### config.mk
export PLATFORM = sky130hd
export DESIGN_NAME = swc_cfg_regs
export DESIGN_NICKNAME = d
export VERILOG_FILES = /design/src/swc_pkg.sv /design/src/swc_cfg_regs.sv
export SDC_FILE = /design/constraint.sdc
export NUM_CORES = 1
export LEC_CHECK = 0
export BUFFER_PORTS_ARGS = -buffer_cell sky130_fd_sc_hd__buf_4
export CAP_MARGIN = 20
export CORE_UTILIZATION = 42
export CTS_CLUSTER_DIAMETER = 80
export DETAILED_ROUTE_END_ITERATION = 6
export PLACE_DENSITY_LB_ADDON = 0.05
export SETUP_SLACK_MARGIN = 0.05
export SYNTH_ARGS = -nofsm -noshare
export SYNTH_HDL_FRONTEND = slang
export SYNTH_SLANG_ARGS = --single-unit
### constraint.sdc
create_clock -name clk_sys_in -period 8.3 [get_ports clk_sys_in]
set_input_delay 2.075 -clock clk_sys_in [delete_from_list [all_inputs] [get_ports clk_sys_in]]
set_output_delay 2.075 -clock clk_sys_in [all_outputs]
set_load 0.005 [all_outputs]
### src/swc_pkg.sv
// Package: register offsets, field layout and reset values of the selective-wake configuration bank
package swc_pkg;
    // 7-bit register addresses
    localparam logic [6:0] ADDR_PAYLOAD_BYTE3 = 7'h30;
    localparam logic [6:0] ADDR_PAYLOAD_BYTE2 = 7'h31;
    localparam logic [6:0] ADDR_PAYLOAD_BYTE1 = 7'h32;
    localparam logic [6:0] ADDR_PAYLOAD_BYTE0 = 7'h33;
    localparam logic [6:0] ADDR_FD_CONFIG = 7'h34;
    localparam logic [6:0] ADDR_FINE_TRIM = 7'h38;
    localparam logic [6:0] ADDR_OPTIONS = 7'h39;
    // Fields of the FD-tolerant configuration register
    localparam int FD_ERR_DIS_BIT = 5;
    localparam int FD_BYPASS_BIT = 4;
    localparam int FD_FILT_HI = 3;
    localparam int FD_FILT_LO = 1;
    localparam int FD_ENABLE_BIT = 0;
    localparam logic [7:0] FD_WRITE_MASK = 8'h3F;
    // Fields of the options register
    localparam int OPT_RX_SEL_BIT = 7;
    localparam int OPT_COARSE_HI = 4;
    localparam int OPT_COARSE_LO = 0;
    localparam logic [7:0] OPT_WRITE_MASK = 8'h9F;
    // Trim-enable key value
    localparam logic [1:0] TRIM_KEY_OPEN = 2'h3;
    // Values after power-on or soft reset
    localparam logic [7:0] PAYLOAD_RESET = 8'h00;
    localparam logic [7:0] FD_RESET = 8'h00;
    localparam logic [7:0] OPT_UPPER_RESET = 8'h00;
    // Dominant filter time per code, in ns
    localparam int FILT_STEP_NS = 50;
    localparam int FILT_LONG_NS = 3775;
    localparam logic [2:0] FILT_CODE_LONG = 3'h7;
    localparam logic [2:0] FILT_CODE_UNDEF = 3'h6;
    localparam int CLK_PERIOD_NS = 8;
    // Least times rounded up to whole cycles
    localparam int FILT_STEP_CYC = (FILT_STEP_NS + CLK_PERIOD_NS - 1) / CLK_PERIOD_NS;
    localparam int FILT_LONG_CYC = (FILT_LONG_NS + CLK_PERIOD_NS - 1) / CLK_PERIOD_NS;
endpackage

### src/swc_cfg_regs.sv
// Selective-wake configuration register bank: payload bytes, FD-tolerant control, oscillator trim
`timescale 1ns/1ns
`default_nettype none

module swc_cfg_regs (
    // Clock and asynchronous reset
    input wire logic clk_sys_in,
    input wire logic reset_in,
    // Register access from the serial interface
    input wire logic wr_en_in,
    input wire logic rd_en_in,
    input wire logic [6:0] addr_in,
    input wire logic [7:0] wr_data_in,
    // Trim key and bus silence event
    input wire logic [1:0] trim_key_in,
    input wire logic silence_timeout_in,
    // Factory trim store
    input wire logic [7:0] factory_fine_trim_in,
    input wire logic [4:0] factory_coarse_trim_in,
    input wire logic load_factory_trim_in,
    // Read side
    output logic [7:0] rd_data_out,
    output logic addr_hit_out,
    // Frame matcher and transceiver controls
    output logic [31:0] payload_pattern_out,
    output logic fd_tolerant_enable_out,
    output logic error_counter_disable_out,
    output logic analog_filter_bypass_out,
    output logic [2:0] dominant_filter_time_out,
    output logic [11:0] dominant_filter_cycles_out,
    output logic dominant_filter_undefined_out,
    // Oscillator trim and receiver select
    output logic [7:0] oscillator_trim_fine_out,
    output logic [4:0] oscillator_trim_coarse_out,
    output logic wake_receiver_select_out
);

    // Usage notes for the register interface:
    //   One access per strobe; strobes are level sampled
    //   Write lands at the taking edge
    //   Read data appears right after the edge that takes the read strobe
    //   Read data holds until the next read strobe
    //   Back-to-back accesses allowed
    //   Unmapped writes dropped, unmapped reads return zero
    //   No error response on any access
    // Trim and receiver select:
    //   Key sampled at the same edge as the write strobe
    //   Unkeyed writes dropped silently
    //   Reads still show the stored value without the key
    //   Trim flops have no reset, so factory content survives
    //   Factory load has priority over a keyed write
    //   Trim content unknown until factory load or keyed write
    //   Receiver select does reset, to the standard receiver
    // FD-tolerant register:
    //   Silence timeout clear wins over a same-cycle write
    //   Other fields of that same write still land
    //   Error-counter disable acts only with enable set
    //   Undefined filter code flagged on its own output
    //   Shortest filter time used while the code is undefined
    //   Cycle count rounded up, never shorter than asked
    //   Cycle count trails a code change by one clock
    // Limitations:
    //   No write protection beyond the trim key
    //   Oscillator trim split across two registers
    //   Coarse trim steps not monotonic; leave as loaded
    //   Address decode is combinational from the bus

    // Payload pattern storage, index 0 is the byte at the highest address
    logic [7:0] payload_q [4];

    // FD-tolerant configuration, one flop group per field
    logic err_dis_q;
    logic bypass_q;
    logic [2:0] filt_code_q;
    logic enable_q;
    logic [5:0] fd_cfg;

    // Trim content; no reset so the factory value survives every reset
    logic [7:0] fine_trim_q;
    logic [4:0] coarse_trim_q;

    // Receiver select of the options register
    logic rx_sel_q;

    // Read path
    logic [7:0] rd_data_d;
    logic [7:0] rd_data_q;
    logic [2:0] acc_index;

    // Key check and per-register write strobes
    logic key_open;
    logic wr_fd;
    logic wr_fine;
    logic wr_opt;
    logic keyed_fine;
    logic keyed_opt;

    // Filter time in clock cycles
    logic [11:0] filt_cycles_d;
    logic [11:0] filt_cycles_q;

    // Payload byte index from address, or 4 when not a payload byte
    function automatic logic [2:0] payload_index(input logic [6:0] a);
        unique case (a)
            swc_pkg::ADDR_PAYLOAD_BYTE0: payload_index = 3'h0;
            swc_pkg::ADDR_PAYLOAD_BYTE1: payload_index = 3'h1;
            swc_pkg::ADDR_PAYLOAD_BYTE2: payload_index = 3'h2;
            swc_pkg::ADDR_PAYLOAD_BYTE3: payload_index = 3'h3;
            default: payload_index = 3'h4;
        endcase
    endfunction

    // True when the address selects one of the payload bytes
    function automatic logic is_payload(input logic [6:0] a);
        is_payload = (payload_index(a) != 3'h4);
    endfunction

    // Filter code to cycles; rounding up keeps the time at least as long
    function automatic logic [11:0] filt_cycles_for(input logic [2:0] code);
        logic [31:0] ns;
        ns = 32'(swc_pkg::FILT_STEP_NS);
        unique case (code)
            swc_pkg::FILT_CODE_LONG: ns = 32'(swc_pkg::FILT_LONG_NS);
            swc_pkg::FILT_CODE_UNDEF: ns = 32'(swc_pkg::FILT_STEP_NS);
            default: ns = (32'(code) + 32'h1) * 32'(swc_pkg::FILT_STEP_NS);
        endcase
        filt_cycles_for = 12'((ns + 32'(swc_pkg::CLK_PERIOD_NS) - 32'h1) / 32'(swc_pkg::CLK_PERIOD_NS));
    endfunction

    // The key is checked at the very edge that takes the write
    assign key_open = (trim_key_in == swc_pkg::TRIM_KEY_OPEN);

    // Write strobes per register; trim strobes also need the key
    assign wr_fd = wr_en_in && (addr_in == swc_pkg::ADDR_FD_CONFIG);
    assign wr_fine = wr_en_in && (addr_in == swc_pkg::ADDR_FINE_TRIM);
    assign wr_opt = wr_en_in && (addr_in == swc_pkg::ADDR_OPTIONS);
    assign keyed_fine = wr_fine && key_open;
    assign keyed_opt = wr_opt && key_open;

    // Index into payload storage for reads; only low bits used
    assign acc_index = payload_index(addr_in);

    // Payload pattern bytes, one per data position
    genvar gi;
    generate
        for (gi = 0; gi < 4; gi++) begin : g_payload
            always_ff @(posedge clk_sys_in or posedge reset_in) begin
                if (reset_in) begin
                    payload_q[gi] <= swc_pkg::PAYLOAD_RESET;
                end else if (wr_en_in && payload_index(addr_in) == 3'(gi)) begin
                    payload_q[gi] <= wr_data_in;
                end
            end
            assign payload_pattern_out[8*gi +: 8] = payload_q[gi];
        end
    endgenerate

    // Error-counter disable; hardware clear beats a software write
    always_ff @(posedge clk_sys_in or posedge reset_in) begin
        if (reset_in) begin
            err_dis_q <= swc_pkg::FD_RESET[swc_pkg::FD_ERR_DIS_BIT];
        end else if (silence_timeout_in) begin
            err_dis_q <= 1'b0;
        end else if (wr_fd) begin
            err_dis_q <= wr_data_in[swc_pkg::FD_ERR_DIS_BIT];
        end
    end

    // Analog filter bypass
    always_ff @(posedge clk_sys_in or posedge reset_in) begin
        if (reset_in) begin
            bypass_q <= swc_pkg::FD_RESET[swc_pkg::FD_BYPASS_BIT];
        end else if (wr_fd) begin
            bypass_q <= wr_data_in[swc_pkg::FD_BYPASS_BIT];
        end
    end

    // Dominant filter time code
    always_ff @(posedge clk_sys_in or posedge reset_in) begin
        if (reset_in) begin
            filt_code_q <= swc_pkg::FD_RESET[swc_pkg::FD_FILT_HI:swc_pkg::FD_FILT_LO];
        end else if (wr_fd) begin
            filt_code_q <= wr_data_in[swc_pkg::FD_FILT_HI:swc_pkg::FD_FILT_LO];
        end
    end

    // FD-tolerant mode enable
    always_ff @(posedge clk_sys_in or posedge reset_in) begin
        if (reset_in) begin
            enable_q <= swc_pkg::FD_RESET[swc_pkg::FD_ENABLE_BIT];
        end else if (wr_fd) begin
            enable_q <= wr_data_in[swc_pkg::FD_ENABLE_BIT];
        end
    end

    // Stored FD configuration as seen by reads
    assign fd_cfg = {err_dis_q, bypass_q, filt_code_q, enable_q};

    // Fine trim: not reset, loaded from factory store, keyed writes only
    always_ff @(posedge clk_sys_in) begin
        if (load_factory_trim_in) begin
            fine_trim_q <= factory_fine_trim_in;
        end else if (keyed_fine) begin
            fine_trim_q <= wr_data_in;
        end
    end

    // Coarse trim keeps factory content too; reset does not touch it
    always_ff @(posedge clk_sys_in) begin
        if (load_factory_trim_in) begin
            coarse_trim_q <= factory_coarse_trim_in;
        end else if (keyed_opt) begin
            coarse_trim_q <= wr_data_in[swc_pkg::OPT_COARSE_HI:swc_pkg::OPT_COARSE_LO];
        end
    end

    // Receiver select resets to standard receiver
    always_ff @(posedge clk_sys_in or posedge reset_in) begin
        if (reset_in) begin
            rx_sel_q <= swc_pkg::OPT_UPPER_RESET[swc_pkg::OPT_RX_SEL_BIT];
        end else if (keyed_opt) begin
            rx_sel_q <= wr_data_in[swc_pkg::OPT_RX_SEL_BIT];
        end
    end

    // Read select; reserved bits forced to zero, unmapped reads zero
    always_comb begin
        rd_data_d = 8'h00;
        if (is_payload(addr_in)) begin
            rd_data_d = payload_q[acc_index[1:0]];
        end else if (addr_in == swc_pkg::ADDR_FD_CONFIG) begin
            rd_data_d = {2'h0, fd_cfg} & swc_pkg::FD_WRITE_MASK;
        end else if (addr_in == swc_pkg::ADDR_FINE_TRIM) begin
            rd_data_d = fine_trim_q;
        end else if (addr_in == swc_pkg::ADDR_OPTIONS) begin
            rd_data_d = {rx_sel_q, 2'h0, coarse_trim_q} & swc_pkg::OPT_WRITE_MASK;
        end else begin
            rd_data_d = 8'h00;
        end
    end

    // Read data register; holds until the next read strobe
    always_ff @(posedge clk_sys_in or posedge reset_in) begin
        if (reset_in) begin
            rd_data_q <= 8'h00;
        end else if (rd_en_in) begin
            rd_data_q <= rd_data_d;
        end
    end

    // Read data and address decode to the serial interface
    assign rd_data_out = rd_data_q;
    assign addr_hit_out = is_payload(addr_in) || (addr_in == swc_pkg::ADDR_FD_CONFIG)
        || (addr_in == swc_pkg::ADDR_FINE_TRIM) || (addr_in == swc_pkg::ADDR_OPTIONS);

    // Filter time as cycles; undefined code falls back to the shortest
    always_comb begin
        filt_cycles_d = filt_cycles_for(filt_code_q);
    end

    // Registered cycle count keeps the divider off the output path
    always_ff @(posedge clk_sys_in or posedge reset_in) begin
        if (reset_in) begin
            filt_cycles_q <= 12'h000;
        end else begin
            filt_cycles_q <= filt_cycles_d;
        end
    end

    // FD-tolerant controls to the transceiver and frame detector
    assign fd_tolerant_enable_out = enable_q;
    assign error_counter_disable_out = err_dis_q & enable_q;
    assign analog_filter_bypass_out = bypass_q;

    // Filter settings; the cycle count trails the code by one clock
    assign dominant_filter_time_out = filt_code_q;
    assign dominant_filter_cycles_out = filt_cycles_q;
    assign dominant_filter_undefined_out = (filt_code_q == swc_pkg::FILT_CODE_UNDEF);

    // Oscillator trim and receiver select
    assign oscillator_trim_fine_out = fine_trim_q;
    assign oscillator_trim_coarse_out = coarse_trim_q;
    assign wake_receiver_select_out = rx_sel_q;

endmodule

`default_nettype wire

==> impl_metrics.json <==
{
  "crit_chain": "buf_4 > nor2b_1 > or3b_1 > nand3b_1 > buf_4",
  "finalCritPeriodShare_pct": 65.5,
  "critPathLaunchType": "primary input",
  "grt_pass1_vias": 2905,
  "power.switching_w": 0.000235,
  "post-route-drc-count": 8,
  "layout_setup_ws_ns": 2.86,
  "ctsHtreeMaxLevel": 3,
  "drt_iter0_drc": 99,
  "drt-total-wl_mm": 9.79,
  "grt_max_degree": 60,
  "path_max_fanout": 9,
  "clkLatencyLatePin_ns": 0.35,
  "cts_tree": "yes",
  "vias_per_cell": 5.38,
  "finalSetupViolCount": 0,
  "synth-main-ff-cell": "dfrtp_1",
  "dp_slack_ns": 2.88,
  "grt-ovfl-total": 0,
  "fmax_ghz": 0.184,
  "syn_nets": 360,
  "criticalPathCategory": "in -> out",
  "cts_buffers": 9,
  "relSlewSlack_pct": 48.7,
  "yosys_warnings": 0,
  "cpLargestDelayFamily": "simple AND/OR/NAND/NOR gates",
  "routedWlPerCell_um": 18.4,
  "synth_top_area_cell": "dfrtp_1",
  "cpMostUsedCell": "buf_4",
  "path_clk_slew_ns": 0.08,
  "synthArstFlopShare_pct": 81.9,
  "finalInstanceArea_um2": 4950,
  "drive_gt1_share_pct": 44.0,
  "portBuffers": 109,
  "cts_sinks": 72,
  "hold_depth": 1,
  "antenna_found_initial": 0,
  "cts_setup_buffers": 0,
  "cap_violations": 0,
  "grt_pass1_wl_mm": 15.7,
  "p_per_area_nw_per_um2": 179,
  "swShare_pct": 26.5,
  "ys_ff_latch": 72,
  "ctsHoldBuffers": 0,
  "fin_cells": 531,
  "yosys.area.top_type_share_pct": 38.2,
  "cts.path.max_buffers": 2,
  "cp_slowest_cell": "nor2b_1",
  "dpl_cell_area_um2": 4740,
  "pwr-share-seq_pct": 47.1,
  "grtUsageTotal_pct": 21.6,
  "cp_data_required_time_ns": 6.23,
  "synthDistinctLibCells": 57,
  "clkPwrFrac_pct": 34.1,
  "internal_power_w": 0.000651,
  "postCtsResizedCells": 0,
  "syn_area_um2": 3870,
  "dp.cells": 515,
  "die_y_um": 97.9,
  "place_congestion": 0.801,
  "final.setup.tns_ns": 0,
  "utilization_pct": 56.2,
  "antenna_cells": 0,
  "num-nets-final": 466,
  "ir_drop_mv": 0.0918,
  "worst-r2r-cell-count": 9,
  "power_frac_comb_pct": 18.9,
  "nFillCells": 773,
  "violations": "design-rule violations",
  "hp-class": "reg -> reg",
  "status": "complete, but fails checks",
  "synthCells": 312,
  "p_leak_nw": 2.41,
  "maxSlewViolCount": 0,
  "start_util_pct": 43.9,
  "rows": 34,
  "yosysMostFrequentCell": "dfrtp_1",
  "crit_arrival_ns": 3.36,
  "crit_path_end_kind": "output pin",
  "avgSynthCellArea_um2": 12.4,
  "dr.pass1.iters": 7,
  "synth_edf_count": 13,
  "rsz0062_at_grt": "no",
  "hold_viol": 0,
  "via_count": 2857,
  "yosys-top-cells-count": "dfrtp_1, mux2_2, nand2_1",
  "finalCriticalPeriod_ns": 5.44,
  "dieArea_um2": 9590,
  "path_buf_inv": 2,
  "io_pins": 110,
  "hpwl_mm": 7.12,
  "root_buffer": "clkbuf_8",
  "ys_seq_area_share_pct": 48.3,
  "crit_cells": 5,
  "synth_area_leaders": "dfrtp_1, mux2_2, edfxtp_1",
  "antenna_left": 0,
  "skew_ns": 0.00963,
  "area_growth_syn_to_layout_pct": 27.9,
  "die_w_um": 97.9,
  "design.core.area_um2": 8810,
  "tightest_slew_ns": 0.767,
  "cpPeakStageDelay_ns": 0.50
}
[layout by cell type (no fill, tap or decap), types with 4 or more instances in the layout]
master and count:
edfxtp_1 13, o211ai_1 5, nand2_1 38, ha_1 11, xnor2_1 6, a21oi_1 7, mux2_1 5, nand3b_1 6
nor2_1 14, nor2b_1 4, clkbuf_8 9, inv_1 8, o21ai_0 5, nand2b_1 9, buf_4 110, mux2_2 40
a22oi_1 6, dfrtp_1 59, mux4_2 8
[routing by layer]
metal	vias to the layer above	global-route usage [%]	wire length [um]
li1	1344	-	-
met1	1414	30.3	4690
met2	89	32.4	4340
met3	10	4.94	608
met4	0	8.28	150
met5	-	0	0
[stage by stage]
step	hold WS [ns]	power (W)
6_report	0.514	0.000886
3_3_place_gp	0.492	0.000590
4_1_cts	0.519	0.000892
3_5_place_dp	0.498	0.000592
2_1_floorplan	0.500	0.000506
5_1_grt	0.542	0.000925
[worst paths after layout]
check / slack (ns) / start / endpoint
setup / recovery: 2.86 / addr_in[3] / addr_hit_out
hold / removal: 0.51 / payload_pattern_out[0] / payload_pattern_out[0]
setup reg to reg: 4.94 / dominant_filter_time_out[1] / dominant_filter_cycles_out[9]
hold reg to reg: 0.51 / payload_pattern_out[0] / payload_pattern_out[0]
max in group asynchronous: 5.84 / reset_in / dominant_filter_cycles_out[3]
min in group asynchronous: 1.95 / reset_in / payload_pattern_out[18]
[cell type report]
class	instances	area (um^2)	share of cell area (%)
Clock buffer	9	124	2.50
Clock inverter	7	86.3	1.75
Inverter	9	33.8	0.683
Multi-Input combinational cell	216	1870	37.9
Sequential cell	72	1870	37.7
Tap cell	108	135	2.73
Timing Repair Buffer	110	826	16.7
[power groups by stage]
stage | clock (W) | combinational, W | sequential [W]
after floorplan | 0 | 0.0000893 | 0.000417
after global routing | 0.000320 | 0.000184 | 0.000421
final | 0.000302 | 0.000167 | 0.000417
after global placement | 0 | 0.000166 | 0.000424
after detailed placement | 0 | 0.000169 | 0.000424
after CTS | 0.000305 | 0.000169 | 0.000417
[flip-flops by register name, summed over array words and instances (netlist names)]
signal,count
analog_filter_bypass_out,1
dominant_filter_cycles_out,12
dominant_filter_time_out,3
err_dis_q,1
fd_tolerant_enable_out,1
oscillator_trim_coarse_out,5
oscillator_trim_fine_out,8
payload_pattern_out,32
rd_data_out,8
wake_receiver_select_out,1
[cells by family (layout without fill, tap and decap cells)]
group                    count (synthesis)  in the layout  share of synthesized area [%]
other                                    1              1                         0.0970
multiplexers                            55             55                           18.3
buffers and inverters                   24            135                           3.24
adder cells (fa/ha/maj)                 12             12                           4.08
AO/OA/AOI/OAI                           40             40                           7.64
flip-flops                              72             72                           48.3
AND/OR/NAND/NOR                         99             99                           16.3
XOR/XNOR                                 9              9                           2.04
(Power assumes the default switching activity.)
